**src/logic/atr_pkg.sv**
```systemverilog
// Package for the task-file and buffer configuration register bank.
// Assumes one clock (mclk) shared by the sub-CPU register port and the
// host task-file port, both already decoded into strobes on that clock.
package atr_pkg;

  // ----------
  // Sub-CPU write register numbers
  // ----------
  localparam logic [4:0] ATR_W_BUFFER_MEMORY_CONFIG = 5'h14;
  localparam logic [4:0] ATR_W_STATUS = 5'h15;
  localparam logic [4:0] ATR_W_TRIGGER = 5'h16;
  localparam logic [4:0] ATR_W_DRVADDR = 5'h17;
  localparam logic [4:0] ATR_W_SECTOR = 5'h18;
  localparam logic [4:0] ATR_W_XFER = 5'h19;
  localparam logic [4:0] ATR_W_DRVHEAD = 5'h1a;
  localparam logic [4:0] ATR_W_REASON = 5'h1b;
  localparam logic [4:0] ATR_W_ERROR = 5'h1c;
  localparam logic [4:0] ATR_W_RESET = 5'h1f;

  // ----------
  // Sub-CPU read register numbers
  // ----------
  localparam logic [4:0] ATR_R_COMMAND = 5'h11;
  localparam logic [4:0] ATR_R_SECTOR = 5'h12;
  localparam logic [4:0] ATR_R_DEVCTL = 5'h13;
  localparam logic [4:0] ATR_R_DRVHEAD = 5'h14;
  localparam logic [4:0] ATR_R_REASON = 5'h15;
  localparam logic [4:0] ATR_R_FEATURES = 5'h16;
  localparam logic [4:0] ATR_R_BUFFER_MEMORY_CONFIG = 5'h1d;
  localparam logic [4:0] ATR_R_XFER = 5'h1e;

  // ----------
  // Host task-file register numbers
  // ----------
  localparam logic [3:0] ATR_H_ERRFEAT = 4'h1;
  localparam logic [3:0] ATR_H_REASON = 4'h2;
  localparam logic [3:0] ATR_H_SECTOR = 4'h3;
  localparam logic [3:0] ATR_H_DRVHEAD = 4'h6;
  localparam logic [3:0] ATR_H_STATCMD = 4'h7;
  localparam logic [3:0] ATR_H_DEVCTL = 4'he;
  localparam logic [3:0] ATR_H_DRVADDR = 4'hf;

  // ----------
  // Field positions and reset values
  // ----------
  localparam int ATR_PRIO_HI = 6;
  localparam int ATR_PRIO_LO = 5;
  localparam int ATR_REFRESH_DIVISOR_SEL_BIT = 3;
  localparam int ATR_WIDTH_BIT = 2;
  localparam int ATR_STATIC_BIT = 1;
  localparam int ATR_CACHE_BIT = 0;
  localparam int ATR_BSY_BIT = 7;
  localparam int ATR_DRV_BIT = 4;
  localparam int ATR_SRST_BIT = 2;
  localparam int ATR_MULTI_BIT = 6;
  localparam int ATR_USE_DMA_SEL_BIT = 5;
  localparam int ATR_SUBCODE_IRQ_ENABLE_BIT = 4;
  localparam int ATR_REAL_DRIVE_NUMBER_BIT = 3;
  localparam logic [7:0] ATR_STATUS_RST = 8'h80;
  localparam logic [7:0] ATR_XFER_RST = 8'h08;
  localparam logic [7:0] ATR_BUFFER_MEMORY_CONFIG_RST = 8'h00;
  localparam logic [7:0] ATR_DRVHEAD_ONES = 8'he0;
  localparam logic [7:0] ATR_CMD_DIAG = 8'h90;

  // ----------
  // Host modes and transfer types
  // ----------
  localparam logic [2:0] ATR_HSEL_LEGACY_A = 3'h0;
  localparam logic [2:0] ATR_HSEL_ATAPI = 3'h1;
  localparam logic [2:0] ATR_HSEL_LEGACY_B = 3'h2;
  localparam logic [2:0] ATR_HSEL_RST = 3'h7;
  localparam logic [2:0] ATR_TT_HOST_TO_SUB = 3'h4;
  localparam logic [2:0] ATR_TT_SUB_TO_HOST = 3'h5;
  localparam logic [15:0] ATR_MAX_ATAPI = 16'hffff;
  localparam logic [15:0] ATR_MAX_LEGACY = 16'h7fff;
  localparam logic [15:0] ATR_MAX_PACKET = 16'h000c;

  // ----------
  // Refresh divisors
  // ----------
  localparam int ATR_RFR_DIV_SLOW = 400;
  localparam int ATR_RFR_DIV_FAST = 200;
  localparam logic [8:0] ATR_RFR_TOP_SLOW = 9'(ATR_RFR_DIV_SLOW - 1);
  localparam logic [8:0] ATR_RFR_TOP_FAST = 9'(ATR_RFR_DIV_FAST - 1);

  // Buffer memory configuration as seen by the memory controller
  typedef struct packed {
    logic [2:0] host_burst;
    logic nibble_wide;
    logic sram_sel;
    logic no_cache;
  } atr_mem_cfg_t;

  // Transfer setup as seen by the transfer datapath
  typedef struct packed {
    logic [2:0] transfer_type;
    logic use_dma_sel;
    logic multiword_sel;
    logic subcode_irq_enable;
    logic use_byte_counter;
    logic [15:0] max_bytes;
  } atr_xfer_cfg_t;

endpackage : atr_pkg

```
**src/logic/atr_regs.sv**
```systemverilog
// Register bank holding buffer memory setup, the packet task file and
// the transfer control register, seen from the sub-CPU and the host.
// Assumes the serial sub-CPU port and the host bus decoder deliver
// one-cycle strobes synchronous to mclk; no pin is sampled here.
//
// Function
// - Priority field gives one to four host accesses
// - DRAM refresh request every 400 or 200 clocks
// - Width bit selects nibble or byte DRAM
// - Type bit selects SRAM or DRAM buffer
// - Cache bit set means no internal cache
// - Trigger write raises host irq; status/command clear
// - Legacy modes ignore trigger writes
// - Status register write-only, packet mode, bit7 busy
// - Busy set by command, diagnostic, SRST, reset
// - Status register resets to 80h
// - Command write raises command irq and busy
// - Reading command register clears command irq
// - Reading device control clears soft-reset irq
// - Drive/head top bits ones; drive-select gates response
// - Transfer control resets zero, real drive one
// - Bit6 multiword, bit5 DMA versus PIO
// - Bit4 subcode irq enable, bit3 drive number
// - Transfer type paths and byte limits
// - Packet types twelve bytes, host-to-sub PIO only
// - Task file access directions from sub-CPU
// - Reset register host-select field picks host mode
`timescale 1ns/1ps

module atr_regs (
  // Clock and reset
  input wire logic mclk,
  input wire logic rst,
  // Sub-CPU register port
  input wire logic [4:0] sub_addr,
  input wire logic sub_wr,
  input wire logic sub_rd,
  input wire logic [7:0] sub_wdata,
  output logic [7:0] sub_rdata,
  // Host task-file port
  input wire logic [3:0] host_addr,
  input wire logic host_wr,
  input wire logic host_rd,
  input wire logic [7:0] host_wdata,
  output logic [7:0] host_rdata,
  // Interrupt levels
  output logic host_irq,
  output logic command_received_irq,
  output logic soft_reset_irq,
  // Host mode
  output logic [2:0] host_mode,
  output logic host_pins_tristate,
  output logic atapi_mode,
  // Buffer memory controller
  output atr_pkg::atr_mem_cfg_t mem_cfg,
  output logic refresh_req,
  // Transfer datapath
  output atr_pkg::atr_xfer_cfg_t xfer_cfg,
  output logic busy
);
  import atr_pkg::*;

  // ----------
  // Register state
  // ----------
  logic [7:0] buffer_memory_config_q;
  logic [7:0] status_q;
  logic [7:0] command_q;
  logic [7:0] drvaddr_q;
  logic [7:0] sector_q;
  logic [7:0] devctl_q;
  logic [7:0] drvhead_q;
  logic [7:0] reason_q;
  logic [7:0] features_q;
  logic [7:0] error_q;
  logic [7:0] xfer_q;
  logic [2:0] hsel_q;
  logic atapi_q;
  logic pins_off_q;
  logic host_irq_q;
  logic cmd_irq_q;
  logic srst_irq_q;
  logic [8:0] rfr_cnt_q;
  logic refresh_q;
  logic [7:0] sub_rdata_q;
  logic [7:0] host_rdata_q;
  atr_mem_cfg_t mem_cfg_q;
  atr_xfer_cfg_t xfer_cfg_q;

  // Sub-CPU read and write decode
  function automatic logic sub_hit(input logic [4:0] a,
                                   input logic [4:0] reg_no,
                                   input logic strobe);
    sub_hit = strobe && (a == reg_no);
  endfunction : sub_hit

  // Host task-file decode
  function automatic logic host_hit(input logic [3:0] a,
                                    input logic [3:0] reg_no,
                                    input logic strobe);
    host_hit = strobe && (a == reg_no);
  endfunction : host_hit

  // ----------
  // Host mode decode
  // ----------
  // Decoded from the written code so the mode outputs are flops
  wire [2:0] hsel_d = sub_wdata[2:0];
  wire atapi_d = (hsel_d == ATR_HSEL_ATAPI);
  // Unknown and reserved codes leave the host bus floating
  wire pins_off_d = !(atapi_d || hsel_d == ATR_HSEL_LEGACY_A ||
                      hsel_d == ATR_HSEL_LEGACY_B);
  wire is_atapi = atapi_q;

  // ----------
  // Strobe decode
  // ----------
  wire w_buffer_memory_config = sub_hit(sub_addr, ATR_W_BUFFER_MEMORY_CONFIG, sub_wr);
  wire w_status = sub_hit(sub_addr, ATR_W_STATUS, sub_wr) && is_atapi;
  wire w_trigger = sub_hit(sub_addr, ATR_W_TRIGGER, sub_wr);
  wire w_drvaddr = sub_hit(sub_addr, ATR_W_DRVADDR, sub_wr);
  wire w_sector = sub_hit(sub_addr, ATR_W_SECTOR, sub_wr);
  wire w_xfer = sub_hit(sub_addr, ATR_W_XFER, sub_wr);
  wire w_drvhead = sub_hit(sub_addr, ATR_W_DRVHEAD, sub_wr);
  wire w_reason = sub_hit(sub_addr, ATR_W_REASON, sub_wr);
  wire w_error = sub_hit(sub_addr, ATR_W_ERROR, sub_wr);
  wire w_reset = sub_hit(sub_addr, ATR_W_RESET, sub_wr);
  wire r_command = sub_hit(sub_addr, ATR_R_COMMAND, sub_rd);
  wire r_devctl = sub_hit(sub_addr, ATR_R_DEVCTL, sub_rd);

  wire hw_errfeat = host_hit(host_addr, ATR_H_ERRFEAT, host_wr);
  wire hw_reason = host_hit(host_addr, ATR_H_REASON, host_wr);
  wire hw_sector = host_hit(host_addr, ATR_H_SECTOR, host_wr);
  wire hw_drvhead = host_hit(host_addr, ATR_H_DRVHEAD, host_wr);
  wire hw_command = host_hit(host_addr, ATR_H_STATCMD, host_wr) && is_atapi;
  wire hw_devctl = host_hit(host_addr, ATR_H_DEVCTL, host_wr);
  wire hr_status = host_hit(host_addr, ATR_H_STATCMD, host_rd) && is_atapi;

  // ----------
  // Drive selection and host events
  // ----------
  // Selected when the host's drive bit matches our drive number
  wire selected = (drvhead_q[ATR_DRV_BIT] == xfer_q[ATR_REAL_DRIVE_NUMBER_BIT]);
  wire is_diag = (host_wdata == ATR_CMD_DIAG);
  // Diagnostic reaches every drive, other commands only the selected one
  wire cmd_event = hw_command && (selected || is_diag);
  wire srst_event = hw_devctl && host_wdata[ATR_SRST_BIT] && is_atapi;
  wire bsy_event = cmd_event || srst_event;
  // Trigger only works in packet mode and for the selected drive
  wire trig_event = w_trigger && is_atapi && selected;
  wire host_irq_clr = hr_status || hw_command;

  // ----------
  // Next values of the interrupt levels; set beats clear
  // ----------
  wire host_irq_d = trig_event || (host_irq_q && !host_irq_clr);
  wire cmd_irq_d = cmd_event || (cmd_irq_q && !r_command);
  wire srst_irq_d = srst_event || (srst_irq_q && !r_devctl);

  // Busy bit: host events win over a sub-CPU status write
  wire [7:0] status_w = w_status ? sub_wdata : status_q;
  wire [7:0] status_d = {status_w[7] || bsy_event, status_w[6:0]};

  // ----------
  // Memory configuration decode
  // ----------
  wire [1:0] prio = buffer_memory_config_q[ATR_PRIO_HI:ATR_PRIO_LO];
  // Field value n allows n+1 successive top-priority host accesses
  wire [2:0] burst = {1'b0, prio} + 3'h1;
  wire is_dram = !buffer_memory_config_q[ATR_STATIC_BIT];
  wire [8:0] rfr_top = buffer_memory_config_q[ATR_REFRESH_DIVISOR_SEL_BIT] ?
                       ATR_RFR_TOP_SLOW : ATR_RFR_TOP_FAST;
  wire rfr_wrap = (rfr_cnt_q >= rfr_top);
  wire [8:0] rfr_cnt_d = (rfr_wrap || !is_dram) ? 9'h000 :
                         rfr_cnt_q + 9'h001;
  // SRAM needs no refresh, so requests are held off
  wire refresh_d = rfr_wrap && is_dram;

  atr_mem_cfg_t mem_cfg_d;
  assign mem_cfg_d.host_burst = burst;
  assign mem_cfg_d.nibble_wide = buffer_memory_config_q[ATR_WIDTH_BIT];
  assign mem_cfg_d.sram_sel = buffer_memory_config_q[ATR_STATIC_BIT];
  assign mem_cfg_d.no_cache = buffer_memory_config_q[ATR_CACHE_BIT];

  // ----------
  // Transfer control decode
  // ----------
  wire [2:0] ttype = xfer_q[2:0];
  wire to_host_pkt = (ttype == ATR_TT_HOST_TO_SUB);
  wire from_sub_pkt = (ttype == ATR_TT_SUB_TO_HOST);
  wire bulk = (ttype[2:1] == 2'b00);
  // Legacy modes rely on software keeping to the four path types
  wire [15:0] max_d = bulk ? (is_atapi ? ATR_MAX_ATAPI : ATR_MAX_LEGACY) :
                      (to_host_pkt || from_sub_pkt) ? ATR_MAX_PACKET :
                      16'h0000;

  atr_xfer_cfg_t xfer_cfg_d;
  assign xfer_cfg_d.transfer_type = ttype;
  // Host-to-sub packet moves are PIO whatever the DMA bit says
  assign xfer_cfg_d.use_dma_sel =
    xfer_q[ATR_USE_DMA_SEL_BIT] && !to_host_pkt;
  assign xfer_cfg_d.multiword_sel = xfer_q[ATR_MULTI_BIT];
  assign xfer_cfg_d.subcode_irq_enable = xfer_q[ATR_SUBCODE_IRQ_ENABLE_BIT];
  assign xfer_cfg_d.use_byte_counter = !to_host_pkt;
  assign xfer_cfg_d.max_bytes = max_d;

  // ----------
  // Read data selection
  // ----------
  // Write-only registers are not on the sub-CPU read side
  wire [7:0] sub_rdata_d =
    (sub_addr == ATR_R_COMMAND) ? command_q :
    (sub_addr == ATR_R_SECTOR) ? sector_q :
    (sub_addr == ATR_R_DEVCTL) ? devctl_q :
    (sub_addr == ATR_R_DRVHEAD) ? (drvhead_q | ATR_DRVHEAD_ONES) :
    (sub_addr == ATR_R_REASON) ? reason_q :
    (sub_addr == ATR_R_FEATURES) ? features_q :
    (sub_addr == ATR_R_BUFFER_MEMORY_CONFIG) ? buffer_memory_config_q :
    (sub_addr == ATR_R_XFER) ? {1'b0, xfer_q[6:0]} :
    8'h00;

  wire [7:0] host_rdata_d =
    (host_addr == ATR_H_ERRFEAT) ? error_q :
    (host_addr == ATR_H_REASON) ? reason_q :
    (host_addr == ATR_H_SECTOR) ? sector_q :
    (host_addr == ATR_H_DRVHEAD) ? (drvhead_q | ATR_DRVHEAD_ONES) :
    (host_addr == ATR_H_STATCMD) ? status_q :
    (host_addr == ATR_H_DRVADDR) ? drvaddr_q :
    8'h00;

  // ----------
  // Host mode register; survives the soft reset it is written by
  // ----------
  always_ff @(posedge mclk or posedge rst) begin
    if (rst) begin
      hsel_q <= ATR_HSEL_RST;
      atapi_q <= 1'b0;
      pins_off_q <= 1'b1;
    end else if (w_reset) begin
      hsel_q <= hsel_d;
      atapi_q <= atapi_d;
      pins_off_q <= pins_off_d;
    end
  end

  // ----------
  // Configuration and transfer control
  // ----------
  always_ff @(posedge mclk or posedge rst) begin
    if (rst) begin
      buffer_memory_config_q <= ATR_BUFFER_MEMORY_CONFIG_RST;
      xfer_q <= ATR_XFER_RST;
    end else if (w_reset) begin
      buffer_memory_config_q <= ATR_BUFFER_MEMORY_CONFIG_RST;
      xfer_q <= ATR_XFER_RST;
    end else begin
      if (w_buffer_memory_config) buffer_memory_config_q <= sub_wdata;
      if (w_xfer) xfer_q <= {1'b0, sub_wdata[6:0]};
    end
  end

  // ----------
  // Status register and busy
  // ----------
  always_ff @(posedge mclk or posedge rst) begin
    if (rst) begin
      status_q <= ATR_STATUS_RST;
    end else if (w_reset) begin
      status_q <= ATR_STATUS_RST;
    end else begin
      status_q <= status_d;
    end
  end

  // ----------
  // Task file written by the host
  // ----------
  always_ff @(posedge mclk or posedge rst) begin
    if (rst) begin
      command_q <= 8'h00;
      devctl_q <= 8'h00;
      features_q <= 8'h00;
    end else if (w_reset) begin
      command_q <= 8'h00;
      devctl_q <= 8'h00;
      features_q <= 8'h00;
    end else begin
      if (hw_command) command_q <= host_wdata;
      if (hw_devctl) devctl_q <= host_wdata;
      if (hw_errfeat) features_q <= host_wdata;
    end
  end

  // ----------
  // Task file shared by both sides; host write wins a collision
  // ----------
  always_ff @(posedge mclk or posedge rst) begin
    if (rst) begin
      sector_q <= 8'h00;
      drvhead_q <= ATR_DRVHEAD_ONES;
      reason_q <= 8'h00;
    end else if (w_reset) begin
      sector_q <= 8'h00;
      drvhead_q <= ATR_DRVHEAD_ONES;
      reason_q <= 8'h00;
    end else begin
      if (hw_sector) sector_q <= host_wdata;
      else if (w_sector) sector_q <= sub_wdata;
      if (hw_drvhead) drvhead_q <= host_wdata | ATR_DRVHEAD_ONES;
      else if (w_drvhead) drvhead_q <= sub_wdata | ATR_DRVHEAD_ONES;
      if (hw_reason) reason_q <= host_wdata;
      else if (w_reason) reason_q <= sub_wdata;
    end
  end

  // ----------
  // Task file written by the sub-CPU only
  // ----------
  always_ff @(posedge mclk or posedge rst) begin
    if (rst) begin
      drvaddr_q <= 8'h00;
      error_q <= 8'h00;
    end else if (w_reset) begin
      drvaddr_q <= 8'h00;
      error_q <= 8'h00;
    end else begin
      if (w_drvaddr) drvaddr_q <= sub_wdata;
      if (w_error) error_q <= sub_wdata;
    end
  end

  // ----------
  // Interrupt levels
  // ----------
  always_ff @(posedge mclk or posedge rst) begin
    if (rst) begin
      host_irq_q <= 1'b0;
      cmd_irq_q <= 1'b0;
      srst_irq_q <= 1'b0;
    end else if (w_reset) begin
      host_irq_q <= 1'b0;
      cmd_irq_q <= 1'b0;
      srst_irq_q <= 1'b0;
    end else begin
      host_irq_q <= host_irq_d;
      cmd_irq_q <= cmd_irq_d;
      srst_irq_q <= srst_irq_d;
    end
  end

  // ----------
  // Refresh divider
  // ----------
  always_ff @(posedge mclk or posedge rst) begin
    if (rst) begin
      rfr_cnt_q <= 9'h000;
      refresh_q <= 1'b0;
    end else begin
      rfr_cnt_q <= rfr_cnt_d;
      refresh_q <= refresh_d;
    end
  end

  // ----------
  // Output staging; read data and decoded setup come from flops
  // ----------
  always_ff @(posedge mclk or posedge rst) begin
    if (rst) begin
      sub_rdata_q <= 8'h00;
      host_rdata_q <= 8'h00;
      mem_cfg_q <= '0;
      xfer_cfg_q <= '0;
    end else begin
      sub_rdata_q <= sub_rdata_d;
      host_rdata_q <= host_rdata_d;
      mem_cfg_q <= mem_cfg_d;
      xfer_cfg_q <= xfer_cfg_d;
    end
  end

  // ----------
  // Output drive
  // ----------
  assign sub_rdata = sub_rdata_q;
  assign host_rdata = host_rdata_q;
  assign host_irq = host_irq_q;
  assign command_received_irq = cmd_irq_q;
  assign soft_reset_irq = srst_irq_q;
  assign host_mode = hsel_q;
  assign host_pins_tristate = pins_off_q;
  assign atapi_mode = atapi_q;
  assign mem_cfg = mem_cfg_q;
  assign refresh_req = refresh_q;
  assign xfer_cfg = xfer_cfg_q;
  assign busy = status_q[ATR_BSY_BIT];

endmodule : atr_regs

```
**config.mk**
```make
export PLATFORM = sky130hd
export DESIGN_NAME = atr_regs
export DESIGN_NICKNAME = d
export VERILOG_FILES = /design/src/logic/atr_pkg.sv /design/src/logic/atr_regs.sv
export SDC_FILE = /design/constraint.sdc
export NUM_CORES = 1
export LEC_CHECK = 0
export ABC_CLOCK_PERIOD_IN_PS = 6500
export BUFFER_PORTS_ARGS = -buffer_cell sky130_fd_sc_hd__buf_2
export CAP_MARGIN = 25
export CELL_PAD_IN_SITES_DETAIL_PLACEMENT = 0
export CELL_PAD_IN_SITES_GLOBAL_PLACEMENT = 1
export CORE_MARGIN = 2
export CORE_UTILIZATION = 46
export CTS_BUF_LIST = sky130_fd_sc_hd__clkbuf_8 sky130_fd_sc_hd__clkbuf_16
export CTS_CLUSTER_SIZE = 28
export DETAILED_ROUTE_END_ITERATION = 10
export GPL_TIMING_DRIVEN = 0
export PLACE_DENSITY_LB_ADDON = 0.1
export SYNTH_ARGS = -nofsm -noshare
export SYNTH_HDL_FRONTEND = slang
export SYNTH_SLANG_ARGS = --single-unit
```
**constraint.sdc**
```tcl
create_clock -name mclk -period 6.5 [get_ports mclk]
set_input_delay 1.3 -clock mclk [delete_from_list [all_inputs] [get_ports mclk]]
set_output_delay 1.3 -clock mclk [all_outputs]
set_load 0.005 [all_outputs]
```
======== Yosys cells after proc, flatten, opt, wreduce, memory -nomap -nowiden ========
Cells that the tools add are included.
storage, ports and cells
  logic and storage cells ................. 172
  bits in registers ....................... 147
  input bits .............................. 31
  output and inout bits ................... 55
operators by class
  add/sub/neg operators ................... 2
  eq/ne operators ......................... 28
  multiplexer cells ....................... 47
  reductions and logical operators ........ 62
  $lt $le $gt $ge ......................... 1
operators by type and width
  operator               number
  $mux W8                33
  $eq A5 B5 Y1 const B   15
  $logic_and A1 B1 Y1    32
  $mux W16               2
  $mux W7                3
  $mux W9                2
  $reduce_bool A2 Y1     8
  $mux W5                3
  $logic_or A1 B1 Y1     11
  $add A9 B1 Y9 const B  1
  $ge A9 B9 Y1           1
  $reduce_bool A3 Y1     3
  $eq A4 B2 Y1 const B   2
  $eq A4 B3 Y1 const B   2
  $eq A4 B4 Y1 const B   2
  $eq A8 B8 Y1 const B   1
  $eq A3 B3 Y1 const B   2
  $logic_not A1 Y1       6
  $eq A4 B1 Y1 const B   1
  $mux W4                1
  $add A2 B1 Y3 const B  1
  $eq A3 B1 Y1 const B   1
  $eq A3 B2 Y1 const B   1
  $logic_not A3 Y1       1
  3 further kinds        5

======== Longest topological paths before layout ========
  word-level depth ........................ 9
  depth in mapped cells ................... 8
  gate-level depth less buffers ........... 7

======== Least setup slack after synthesis ========
OpenSTA, ideal clock, no wires.
  kind .................................... in2reg
  from .................................... in sub_addr[3]
  to ...................................... reg sub_rdata_q[4], in the netlist sub_rdata[4]
  library setup time ...................... 0.126 ns
  setup slack ............................. 4.015 ns
  arrival time ............................ 2.359 ns
  data required time ...................... 6.374 ns
  path buffers ............................ 2
  stages on the path ...................... 7
  cells stage by stage .................... buf_4 and3b_1 buf_6 a22oi_2 a2bb2oi_2 nor2_1 a221o_1
between the ends
  word-level cells in the longest chain between the ends .. 9
  elaborated cells between the ends (all ways) .. 16
  those cells by class .................... eq/ne: 8; mux: 8
RTL lines
  item                    RTL line         RTL
  start: declaration      atr_regs.sv:35   input wire logic [4:0] sub_addr,
  $eq A5 B5 Y1            atr_regs.sv:219  (sub_addr == ATR_R_XFER) ? {1'b0, xfer_q[6:0]} :
  $mux W7                 atr_regs.sv:219
  $mux W8                 atr_regs.sv:218  (sub_addr == ATR_R_BUFFER_MEMORY_CONFIG) ? buffer_memory_config_q :
  $mux W8                 atr_regs.sv:217  (sub_addr == ATR_R_FEATURES) ? features_q :
  $mux W8                 atr_regs.sv:216  (sub_addr == ATR_R_REASON) ? reason_q :
  $mux W8                 atr_regs.sv:215  (sub_addr == ATR_R_DRVHEAD) ? (drvhead_q | ATR_DRVHEAD_ONES) :
  $mux W8                 atr_regs.sv:214  (sub_addr == ATR_R_DEVCTL) ? devctl_q :
  $mux W8                 atr_regs.sv:213  (sub_addr == ATR_R_SECTOR) ? sector_q :
  $mux W8 *               atr_regs.sv:212  (sub_addr == ATR_R_COMMAND) ? command_q :
  via sub_rdata_d[4]      atr_regs.sv:211  wire [7:0] sub_rdata_d =
  end signal: assignment  atr_regs.sv:374  sub_rdata_q <= sub_rdata_d;
  end: declaration        atr_regs.sv:85   logic [7:0] sub_rdata_q;
The timed path passes the listed nets; every way through them passes the cells marked *.
A chain may end at the register's enable or synchronous reset.

======== Worst setup path in the final report ========
  from .................................... in sub_addr[0]
  to ...................................... reg sub_rdata_q[0], in the netlist sub_rdata[0]
The elaborated chain is that of the path after synthesis.

==> results.md <==
- DRC: 0
- Vias per cell: 5.81
- Status: finished, final reports clean
- Flop2flop setup slack: 4.61 ns
- Worst-path clk slew: 0.06 ns
- Total grt overflow: 0
- Row cnt: 44
- Hold slack final: 0.432 ns
- Critical Path Start Type: input port
- Cts hold-fix bufs: 0
- Fin nets: 800
- Hold Vio Cnt, Final: 0
- CTS tree: yes
- Int Pwr: 1.84 mW
- Switch Pwr: 0.707 mW
- RSZ-0062 raised after global routing: no
- Critical Path End: sub_rdata[0]$_DFF_PP0_
- Antenna-violating nets left: 0
- Busiest grt layer: met2
- Final Critical Period: 2.79 ns
- Num Clock Sinks: 134
- Cell area power density: 314 mW/mm^2
- HPWL Detailed: 14.3 mm
- Lkg Pwr: 3.79 nW
- Htree depth: 4
- Crit-path slowest cell: nor4_1
- Die height: 126 um
- CP max FO: 10
- Reg2Reg Depth: 8
- Crit. End Element: flop
- Met2 Track Usage GR: 0.416
- N_diodes: 0
- Met1 Resource Use GR: 0.360
- R2r endpoint: rfr_cnt_q[2]$_DFF_PP0_
- Cell Area, Synth: 0.00682 mm^2
- Register area share after synthesis: 0.492
- Crit path kind: in2reg
- I/O pin count: 86
- # port buffers: 79
- Cts repair resizes: 0
- Setup bufs post-CTS: 0
- Global-route track usage on met3: 0.0493
- Ys flop type: dfrtp_1
- Core box area: 0.0145 mm^2
- Area share of the largest cell type after synthesis: 0.469
- Setup TNS: 0 ns
- Clk_skew: 0.0147 ns
- EDFF count, synth: 0
- Gr usage total: 0.262
- Sw Share: 0.278
- Req. time, crit path: 6.85 ns
- Drt pass-1 iters: 5
- Max-slew violations: 0
- Worst skew pair latency: 0.43 ns
- Distinct cells, synth: 65
- Cell taking the most area after synthesis: dfrtp_1
- Final Setup Violations: 0
- Antenna violations before repair: 0
- Gpl congestion: 0.959
- Clk buf depth: 2
- Worst Hold Class: reg2reg
- Worst path cell trace: buf_2 > buf_6 > nor2b_1 > a22oi_1 > nor4_1 > a221oi_1 > a21oi_1
- Final WL: 20.2 mm
- Largest net degree at the start of global routing: 81
- Clock power frac: 0.405
- Arrival time at the worst endpoint: 3.14 ns
- YS warnings: 0
- Die X: 126 um
- VDD IR max: 191 uV
- Number of global-route vias before repair: 5299
- DR WL/cell: 21.0 um
- Mean cell area of the mapped netlist: 10.3 um^2
- Top post-synthesis cells by area: dfrtp_1, mux2i_1, nand2_1
- Slew HR: 0.456
- Global-route wire length before repair: 31.2 mm
- Worst setup path startpoint: sub_addr[0]
- Max Freq: 358 MHz
- Die area: 0.0158 mm^2
- Worst r2r src: buffer_memory_config_q[3]$_DFFE_PP0P_
- Asr flop ratio synth: 1.00
- Flop pwr share: 0.428
- Share of post-route cells with drive strength above 1: 0.259
- Mapped Cells: 665
- Area Overhead vs Synth: 18.9%
- Clk root buf: clkbuf_16
- Worst path max stage delay: 0.55 ns
- Inserted Clock Buffers: 17
- Vias: 5579
- Comb pwr share: 0.166
- Worst slew pin tran: 0.816 ns
- Number of synthesized register bits: 134
- Detailed Route Iter0 Violations: 399
- # Max-Cap Violations: 0
- Synthesized Nets: 701
- Period utilisation layout: 0.429
- Initial core utilization: 0.470
## worst max-delay path: cells and delay by family
kind / cells / cell delay [ns]
AND/OR/NAND/NOR: 2 / 1.05
AO/OA/AOI/OAI: 3 / 0.53
buffers and inverters: 2 / 0.26
## power by group through the flow
stage	sequential [mW]	combinational, mW	clock, mW
2_1_floorplan	1.06	0.284	0
4_1_cts	1.09	0.426	1.04
5_1_grt	1.11	0.470	1.08
3_3_place_gp	1.10	0.412	0
6_report	1.09	0.423	1.03
3_5_place_dp	1.10	0.423	0
## kinds of logic (layout without fill, tap and decap cells)
kind of cell	Yosys count	count (layout)	share of synthesized area
simple gates	245	245	0.182
compound gates	147	147	0.160
flops	134	134	0.492
buf+inv	67	179	0.0587
mux	59	59	0.0869
xor+xnor	8	8	0.0103
fa+ha+maj	5	5	0.00917
## registers in the layout, indices dropped and copies added (netlist names)
| register | cells |
|---|---|
| features_q | 8 |
| devctl_q | 8 |
| command_received_irq | 1 |
| error_q | 8 |
| refresh_req | 1 |
| host_mode | 3 |
| mem_cfg | 6 |
| status_q | 8 |
| soft_reset_irq | 1 |
| xfer_q | 7 |
| host_irq | 1 |
| drvhead_q | 5 |
| drvaddr_q | 8 |
| reason_q | 8 |
| host_rdata | 8 |
| buffer_memory_config_q | 8 |
| atapi_mode | 1 |
| sub_rdata | 8 |
| host_pins_tristate | 1 |
| xfer_cfg | 10 |
| sector_q | 8 |
| rfr_cnt_q | 9 |
| command_q | 8 |
## per-layer routing
metal | vias to the layer above | wire length (um)
met5 | - | 0
met4 | 0 | 529
met3 | 35 | 1020
met2 | 212 | 9660
met1 | 2770 | 8940
li1 | 2562 | -
## layout make-up
class                           count  area (um^2)
Timing Repair Buffer               80          423
Fill cell                        1293         6420
Multi-Input combinational cell    464         3060
Buffer                             56          359
Sequential cell                   134         3360
Clock buffer                       19          453
Tap cell                          184          230
Inverter                           11         46.3
Clock inverter                     13          179
## synthesized netlist by cell type, types with 2 or more instances
master,n
nor3_2,2
nand3_1,37
or2_2,2
nor2_4,4
xnor2_1,4
buf_6,5
o2bb2ai_1,15
nor3_1,13
o2bb2ai_2,8
a21o_1,4
a31oi_1,3
inv_1,11
o221ai_1,4
a221oi_1,6
o21ai_1,2
nand2b_1,10
o21bai_4,2
a21boi_0,5
a22oi_1,8
nand4_1,4
a22o_1,11
o22ai_1,11
and3_1,4
nand2_2,3
nor2_1,64
xor2_1,4
and2_1,4
ha_1,5
mux2_2,2
a21oi_1,40
mux2i_1,57
nor2_2,2
o21ai_0,15
dfstp_2,6
o211ai_1,5
buf_2,17
nor4_1,3
nor2b_1,8
dfrtp_1,128
buf_4,24
clkbuf_1,10
nand2_1,70
## cells in the final DEF, fill, tap and decap left out, types with 4 or more instances in the layout
cell / n
a21boi_0: 5
a21o_1: 4
a21oi_1: 40
a221oi_1: 6
a22o_1: 11
a22oi_1: 8
and2_1: 4
and3_1: 4
buf_2: 96
buf_4: 24
buf_6: 5
bufinv_16: 4
clkbuf_1: 10
clkbuf_16: 17
dfrtp_1: 128
dfstp_2: 6
ha_1: 5
inv_1: 11
mux2i_1: 57
nand2_1: 70
nand2b_1: 10
nand3_1: 37
nand4_1: 4
nor2_1: 64
nor2_4: 4
nor2b_1: 8
nor3_1: 13
o211ai_1: 5
o21ai_0: 15
o221ai_1: 4
o22ai_1: 11
o2bb2ai_1: 15
o2bb2ai_2: 8
xnor2_1: 4
xor2_1: 4
## worst min-delay path by stage
| stage | start | to | slack [ns] | depth (start not counted) |
|---|---|---|---|---|
| after floorplan | xfer_q[4]$_DFFE_PP0P_ | xfer_cfg[17]$_DFF_PP0_ | 0.37 | 0 |
| after global placement | xfer_q[4]$_DFFE_PP0P_ | xfer_cfg[17]$_DFF_PP0_ | 0.39 | 0 |
| after detailed placement | xfer_q[6]$_DFFE_PP0P_ | xfer_cfg[18]$_DFF_PP0_ | 0.41 | 0 |
| after CTS | xfer_q[6]$_DFFE_PP0P_ | xfer_cfg[18]$_DFF_PP0_ | 0.43 | 0 |
| after global routing | xfer_q[6]$_DFFE_PP0P_ | xfer_cfg[18]$_DFF_PP0_ | 0.44 | 0 |
| final | xfer_q[6]$_DFFE_PP0P_ | xfer_cfg[18]$_DFF_PP0_ | 0.43 | 0 |
## metrics by stage
step	cells	worst slack, ns	utilization	power [mW]	cell area, um^2
floorplan	665	1.63	-	1.35	6820
global placement	928	0.149	0.513	1.51	7450
detailed placement	929	3.42	0.515	1.52	7480
CTS	961	3.77	0.558	2.56	8110
global route	961	3.66	0.558	2.66	8110
finish	961	3.71	0.558	2.54	8110
(Power assumes the default switching activity.)
